==> config.mk <==
export PLATFORM = sky130hd
export DESIGN_NAME = psk_link_keeper
export DESIGN_NICKNAME = d
export VERILOG_FILES = /design/src/logic/psk_pkg.sv /design/src/logic/psk_link_keeper.sv
export SDC_FILE = /design/constraint.sdc
export NUM_CORES = 1
export LEC_CHECK = 0
export ABC_AREA = 1
export BUFFER_PORTS_ARGS = -buffer_cell sky130_fd_sc_hd__clkbuf_2
export CAP_MARGIN = 20
export CELL_PAD_IN_SITES_DETAIL_PLACEMENT = 1
export CELL_PAD_IN_SITES_GLOBAL_PLACEMENT = 1
export CORE_MARGIN = 5
export CORE_UTILIZATION = 24
export DETAILED_ROUTE_END_ITERATION = 7
export HOLD_SLACK_MARGIN = 0.06
export PLACE_DENSITY_LB_ADDON = 0.1
export SLEW_MARGIN = 10
export SYNTH_ARGS = -nofsm -noshare
export SYNTH_HDL_FRONTEND = slang
export SYNTH_SLANG_ARGS = --single-unit
==> constraint.sdc <==
create_clock -name ref_clk_in -period 1.4 [get_ports ref_clk_in]
set_input_delay 0.14 -clock ref_clk_in [delete_from_list [all_inputs] [get_ports ref_clk_in]]
set_output_delay 0.14 -clock ref_clk_in [all_outputs]
set_load 0.01 [all_outputs]
==> src/logic/psk_pkg.sv <==
/*
 * Package for the power state link keeper: register offsets, field
 * positions, reset values and the carrier types shared with the bench.
 * Assumes a plain register port with 32-bit data and byte addresses.
 */
`default_nettype none

package psk_pkg;

    // ------------------------------------------------------------
    // Register map
    // ------------------------------------------------------------
    localparam logic [7:0]  PSK_CTRL_OFS      = 8'h00;  // Power state and wake enable
    localparam logic [7:0]  PSK_STATUS_OFS    = 8'h04;  // Link policy state, read only

    // ------------------------------------------------------------
    // Field positions
    // ------------------------------------------------------------
    localparam int          PSK_CTRL_PWR_LSB  = 0;      // Power state, two bits
    localparam int          PSK_CTRL_PME_BIT  = 2;      // Wake signalling enable
    localparam int          PSK_ST_PWR_LSB    = 0;      // Applied power state
    localparam int          PSK_ST_PME_BIT    = 2;
    localparam int          PSK_ST_AUX_BIT    = 3;      // Auxiliary power present
    localparam int          PSK_ST_KEEP_BIT   = 4;      // Link being maintained
    localparam int          PSK_ST_IDLE_BIT   = 5;      // Idle-only transmit
    localparam int          PSK_ST_SILENT_BIT = 6;      // Transmit pair quiet
    localparam int          PSK_ST_DPD_BIT    = 7;      // Deep power-down
    localparam int          PSK_ST_LINK_BIT   = 8;      // Link up from the transceiver
    localparam int          PSK_ST_SPD_BIT    = 9;      // 100 Mbps link

    // ------------------------------------------------------------
    // Reset values
    // ------------------------------------------------------------
    localparam logic [1:0]  PSK_PWR_RST       = 2'h0;   // Start fully powered
    localparam logic        PSK_PME_RST       = 1'b0;
    localparam logic [31:0] PSK_RDATA_RST     = 32'h0000_0000;

    // ------------------------------------------------------------
    // Types
    // ------------------------------------------------------------
    // Power states in order of falling power, codes 00 to 11
    typedef enum logic [1:0] {
        PSK_D0,
        PSK_D1,
        PSK_D2,
        PSK_D3
    } psk_pwr_t;

    // Requests to the physical layer, all from flip-flops
    typedef struct packed {
        logic link_keep;      // Hold the link up
        logic tx_idle_only;   // 100 Mbps: idle stream only, no frames
        logic tx_silent;      // 10 Mbps: drive nothing on the transmit pair
        logic deep_pd;        // Deep power-down
    } psk_phy_ctl_t;

    localparam psk_phy_ctl_t PSK_PHY_CTL_RST  = '{link_keep: 1'b1, tx_idle_only: 1'b0,
                                                  tx_silent: 1'b0, deep_pd: 1'b0};

endpackage

`default_nettype wire
==> src/logic/psk_link_keeper.sv <==
/*
 * Power state link keeper: decides per power state whether the network
 * link is held, how the transmit pair behaves while held, and what a link
 * failure triggers (auto-negotiation restart or deep power-down).
 * Assumes all inputs are synchronous to ref_clk_in and a register master
 * that issues one-cycle strobes and takes read data the next cycle.
 */
// Our own choices: strobed register access and the register offsets.
//
// Functional notes
// - Four power states D0 to D3; D0 fully powered, D3 lowest.
// - In D0 the link is always kept active.
// - In D3 the link is kept only with wake enabled and auxiliary power.
// - In D3 the link drops if wake is disabled or auxiliary power absent.
// - Kept link at 10 Mbps in low power: receive normally, transmit nothing.
// - Kept link at 100 Mbps in low power: idle stream only, never frames.
// - Link failure in D1 restarts normal auto-negotiation.
// - Link failure in kept D3: retry negotiation or deep power-down, by build option.

`timescale 1ns/1ns
`default_nettype none

module psk_link_keeper #(
    parameter bit D3_RETRY = 1'b0     // 1: renegotiate in D3, 0: deep power-down
) (
    input  wire logic                  ref_clk_in,
    input  wire logic                  rst_in,
    // Register port
    input  wire logic [7:0]            addr_in,
    input  wire logic [31:0]           wr_data_in,
    input  wire logic                  wr_en_in,
    input  wire logic                  rd_en_in,
    output logic [31:0]                rd_data_out,
    // Platform and transceiver status
    input  wire logic                  aux_power_in,
    input  wire logic                  link_up_in,
    input  wire logic                  speed_100_in,
    // Requests to the transceiver
    output psk_pkg::psk_phy_ctl_t      phy_ctl_out,
    output logic                       autoneg_restart_out
);
    import psk_pkg::*;

    // ------------------------------------------------------------
    // Control register
    // ------------------------------------------------------------
    psk_pwr_t     pwr_q;
    psk_pwr_t     pwr_d;
    logic         pme_q;
    logic         pme_d;
    logic         ctrl_wr;
    psk_phy_ctl_t ctl_q;
    psk_phy_ctl_t ctl_d;
    logic         link_prev_q;
    logic         link_fail;
    logic         autoneg_q;
    logic         autoneg_d;
    logic         dpd_set;
    logic         d3_hold;
    logic [31:0]  rd_data_q;
    logic [31:0]  rd_data_d;

    // Next control value, so the policy follows a write at the same edge
    assign ctrl_wr = wr_en_in && (addr_in == PSK_CTRL_OFS);
    assign pwr_d   = ctrl_wr ? psk_pwr_t'(wr_data_in[PSK_CTRL_PWR_LSB +: 2]) : pwr_q;
    assign pme_d   = ctrl_wr ? wr_data_in[PSK_CTRL_PME_BIT] : pme_q;

    // Power state and wake enable storage
    always_ff @(posedge ref_clk_in or posedge rst_in) begin
        if (rst_in) begin
            pwr_q <= psk_pwr_t'(PSK_PWR_RST);
            pme_q <= PSK_PME_RST;
        end else begin
            pwr_q <= pwr_d;
            pme_q <= pme_d;
        end
    end

    // ------------------------------------------------------------
    // Link failure detection
    // ------------------------------------------------------------
    // Failure counts only while the link is being held, so a link that
    // drops in deep power-down cannot start a renegotiation
    assign link_fail = link_prev_q && !link_up_in && ctl_q.link_keep;

    always_ff @(posedge ref_clk_in or posedge rst_in) begin
        if (rst_in) begin
            link_prev_q <= 1'b0;
        end else begin
            link_prev_q <= link_up_in;
        end
    end

    // ------------------------------------------------------------
    // Link policy
    // ------------------------------------------------------------
    // D3 holds the link only with wake enabled and auxiliary power
    // Uses the enable being written, so the policy follows the write edge
    assign d3_hold = pme_d && aux_power_in;
    assign dpd_set = link_fail && (pwr_q == PSK_D3) && !D3_RETRY;

    always_comb begin
        ctl_d = '0;
        case (pwr_d)
            PSK_D0: begin
                ctl_d.link_keep = 1'b1;
            end
            PSK_D1,
            PSK_D2: begin
                ctl_d.link_keep = 1'b1;
            end
            PSK_D3: begin
                // Deep power-down stays until the D3 hold condition is lost
                ctl_d.deep_pd   = d3_hold && (dpd_set || ctl_q.deep_pd);
                ctl_d.link_keep = d3_hold && !ctl_d.deep_pd;
            end
            default: begin
                ctl_d.link_keep = 1'b0;
            end
        endcase
        // Low-power transmit behaviour depends on link speed
        if (ctl_d.link_keep && (pwr_d != PSK_D0)) begin
            ctl_d.tx_idle_only = speed_100_in;
            ctl_d.tx_silent    = !speed_100_in;
        end
    end

    // Restart negotiation on failure, except in D3 without retry
    assign autoneg_d = link_fail && ((pwr_q != PSK_D3) || D3_RETRY);

    always_ff @(posedge ref_clk_in or posedge rst_in) begin
        if (rst_in) begin
            ctl_q     <= PSK_PHY_CTL_RST;
            autoneg_q <= 1'b0;
        end else begin
            ctl_q     <= ctl_d;
            autoneg_q <= autoneg_d;
        end
    end

    assign phy_ctl_out         = ctl_q;
    assign autoneg_restart_out = autoneg_q;

    // ------------------------------------------------------------
    // Register read
    // ------------------------------------------------------------
    // Unmapped offsets read as zero
    // Aux, link and speed status bits show the live pins of the strobe cycle
    always_comb begin
        rd_data_d = PSK_RDATA_RST;
        case (addr_in)
            PSK_CTRL_OFS: begin
                rd_data_d[PSK_CTRL_PWR_LSB +: 2] = pwr_q;
                rd_data_d[PSK_CTRL_PME_BIT]      = pme_q;
            end
            PSK_STATUS_OFS: begin
                rd_data_d[PSK_ST_PWR_LSB +: 2]   = pwr_q;
                rd_data_d[PSK_ST_PME_BIT]        = pme_q;
                rd_data_d[PSK_ST_AUX_BIT]        = aux_power_in;
                rd_data_d[PSK_ST_KEEP_BIT]       = ctl_q.link_keep;
                rd_data_d[PSK_ST_IDLE_BIT]       = ctl_q.tx_idle_only;
                rd_data_d[PSK_ST_SILENT_BIT]     = ctl_q.tx_silent;
                rd_data_d[PSK_ST_DPD_BIT]        = ctl_q.deep_pd;
                rd_data_d[PSK_ST_LINK_BIT]       = link_up_in;
                rd_data_d[PSK_ST_SPD_BIT]        = speed_100_in;
            end
            default: begin
                rd_data_d = PSK_RDATA_RST;
            end
        endcase
    end

    // Read data stand one cycle after the strobe only
    always_ff @(posedge ref_clk_in or posedge rst_in) begin
        if (rst_in) begin
            rd_data_q <= PSK_RDATA_RST;
        end else if (rd_en_in) begin
            rd_data_q <= rd_data_d;
        end else begin
            rd_data_q <= PSK_RDATA_RST;
        end
    end

    assign rd_data_out = rd_data_q;
endmodule

`default_nettype wire

==> results.md <==
- Mapped Avg Cell Area: around 8.9 um2
- I/O pins: 84
- Grt total ovfl: 0
- Synthesized cell area: 940 um2
- Sequential share of the synthesized area: between 50% and 60%
- Vias in the first global route: between 700 and 800
- Number of synthesized flops with an enable pin: 0
- Total clock buffers created by CTS: 3
- Area leader, netlist: dfrtp_1
- Initial antenna violation count: 0
- Fin. Hold Viols: 0
- Die ar.: about 5300 um2
- Vias/cell: 3.56
- Type of the worst min-delay path: in2reg
- Pin count of the biggest net entering global routing: 13
- Most common flop cell mapped by yosys: dfrtp_1
- # DRC: 0
- CTS tree: done
- Final ANT Viol Nets: 0
- Share of cells above drive strength 1: 34.0%
- Max-cap viol count: 0
- Filler cells: 478
- Drt wl/cell: between 10 and 15 um
- H-tree depth: 1
- Max Fclk: 772 MHz
- Critical Path Fanout Max: 4
- Dpl hpwl: 1.68 mm
- Type of element launching the critical path: input port
- Fin crit share: just over 90%
- First-pass GRT wire length: 3.10 mm
- WP data required: approximately 1600 ps
- Sw Ratio: between 20% and 30%
- Die width: around 73 um
- FF-to-FF setup slack: between 150 and 200 ps
- GRT Util Overall: under 10%
- Synth top area cells: dfrtp_1, buf_4, inv_1
- RR Endpoint: phy_ctl_out[1]
- CTS sink cnt: 19
- Area of the multi-input gates: 309 um2
- Leakage: approximately 0.67 nW
- Register bit total from synthesis: 19
- Fin crit period: 1300 ps
- Gates resized, CTS repair: 0
- Synth cell count leaders: buf_4, dfrtp_1, inv_1
- Unrepaired setup endpoints after global routing: false
- Hold Buf Count CTS: 3
- Power per standard cell area: about 940 nW/um2
- Ys Warns: 0
- Int Pwr: slightly above 0.8 mW
- Outcome: finished, final reports clean
- Area Overhead vs Synth: 23.2%
- Maximum clock insertion buffer count: 2
- Root buffer cell: clkbuf_8
- Antenna Cells: 0
- GPL Wtd Cong: approximately 0.73
- VDD IR max: ~0.00025 V
- Setup Fix Bufs, Post-CTS: 0
- Gate Count Post-Synth: 105
- Worst skew pair latency: 250 ps
- Worst-path clk slew: 70 ps
- Initial DRT Pass Iterations: 4
- R2R depth: 7
- Buffers on Ports: 32
- Post-Route Skew: between 0.6 and 0.7 ps
- Post-synthesis async set-or-reset flop share: between 90% and 100%
- Final WL: 1.97 mm
- Crit Path Class: in2reg
- Share of the synthesized area in the top cell type: a little under half
- Power share of the clock group: approximately a third
- Worst reg2reg path startpoint: phy_ctl_out[3]
- Total Neg Setup Slack: 0 ps
- Top-count cell post-synth: buf_4
- CP startpoint: link_up_in
- Std-Cell Rows: 22
- Crit path DAT: between 1000 and 1500 ps
- Register share of total power: 52.9%
- Starting Density: 25.3%
- Slew Limit Fails: 0
- Library cells used by synthesis: 16
- Worst setup EP type: flip-flop
- Min-Delay Path Depth: 3
- Comb power frac: 13.5%
- Die span in y: 72.6 um
- Final setup violation count: 0
- Total power after layout: 1.09 mW
- Core area: between 3000 and 4000 um2
- Switching power: 0.273 mW
- Fin nets: 192
- Setup crit end: phy_ctl_out[1]
- Drt initial violations: 5
- Via count: slightly below 700
- Reg area: between 400 and 500 um2
-- registers in the layout (all words and copies together), names as in the netlist --
register / flops
autoneg_restart_out: 1
pwr_q: 2
link_prev_q: 1
phy_ctl_out: 4
pme_q: 1
rd_data_out: 10
-- how the worst min path moves through the flow --
stage / slack, ps / end / from
3_3_place_gp: 160 / rd_data_out[4] / rst_in
2_1_floorplan: 90 / autoneg_restart_out / rst_in
6_report: 120 / rd_data_out[3] / aux_power_in
4_1_cts: 110 / rd_data_out[3] / aux_power_in
5_1_grt: 150 / rd_data_out[3] / aux_power_in
3_5_place_dp: 170 / rd_data_out[7] / rst_in
-- cells by family after synthesis --
family                 Yosys count  synth area share [%]
flip-flops                      19                  50.7
AO/OA/AOI/OAI                    1                 0.532
buffers and inverters           40                  24.8
AND/OR/NAND/NOR                 44                  23.6
other                            1                 0.399
-- area by class of cell --
| type | count | share of cell area (%) |
|---|---|---|
| Inverter | 18 | 5.84 |
| Clock inverter | 1 | 0.432 |
| Tap cell | 48 | 5.19 |
| Timing Repair Buffer | 36 | 17.1 |
| Clock buffer | 3 | 3.57 |
| Sequential cell | 19 | 41.2 |
| Multi-Input combinational cell | 67 | 26.7 |
-- critical path: stages --
cell	delay [ps]
dlygate4sd3_1	530
clkbuf_2	130
nor2_1	50
a21oi_1	230
nand4_1	160
nand2_2	110
nand2_2	50
nor2_1	80
-- layout by cell type (no fill, tap or decap) --
master and count:
conb_1 22, nand2_1 8, clkinv_2 1, nor2_2 3, and2_1 1, clkbuf_2 32, nand2_2 6, nor2_4 2
buf_4 1, nand3_1 4, nor2_1 14, dlygate4sd3_1 3, nor3_1 4, clkbuf_8 3, nand4_1 1, inv_1 18
nand3b_1 1, a21oi_1 1, dfstp_2 1, dfrtp_1 18
-- metal layers --
metal | routed length (um) | vias up | global-route usage [%]
li1 | - | 342 | -
met1 | 767 | 310 | 8.33
met2 | 990 | 30 | 13.2
met3 | 180 | 2 | 1.93
met4 | 32 | 0 | 5.53
met5 | 0 | - | 0
-- power groups by stage --
| stage | logic [mW] | clock network (mW) | registers, mW |
|---|---|---|---|
| after floorplan | 0.127 | 0 | 0.589 |
| after global placement | 0.139 | 0 | 0.585 |
| after detailed placement | 0.142 | 0 | 0.586 |
| after CTS | 0.149 | 0.386 | 0.575 |
| after global routing | 0.168 | 0.407 | 0.577 |
| final | 0.147 | 0.365 | 0.575 |
-- stage by stage --
step	cell area, um2	hold WS (ps)	util (%)	cells	setup slack [ps]
floorplan	1020	90.4	-	126	286
global placement	1080	158	29.1	185	182
detailed placement	1080	167	29.1	185	157
CTS	1160	114	31.1	192	101
global route	1160	146	31.1	192	46.5
finish	1160	116	31.1	192	104
Power figures use the tool's default switching activity.
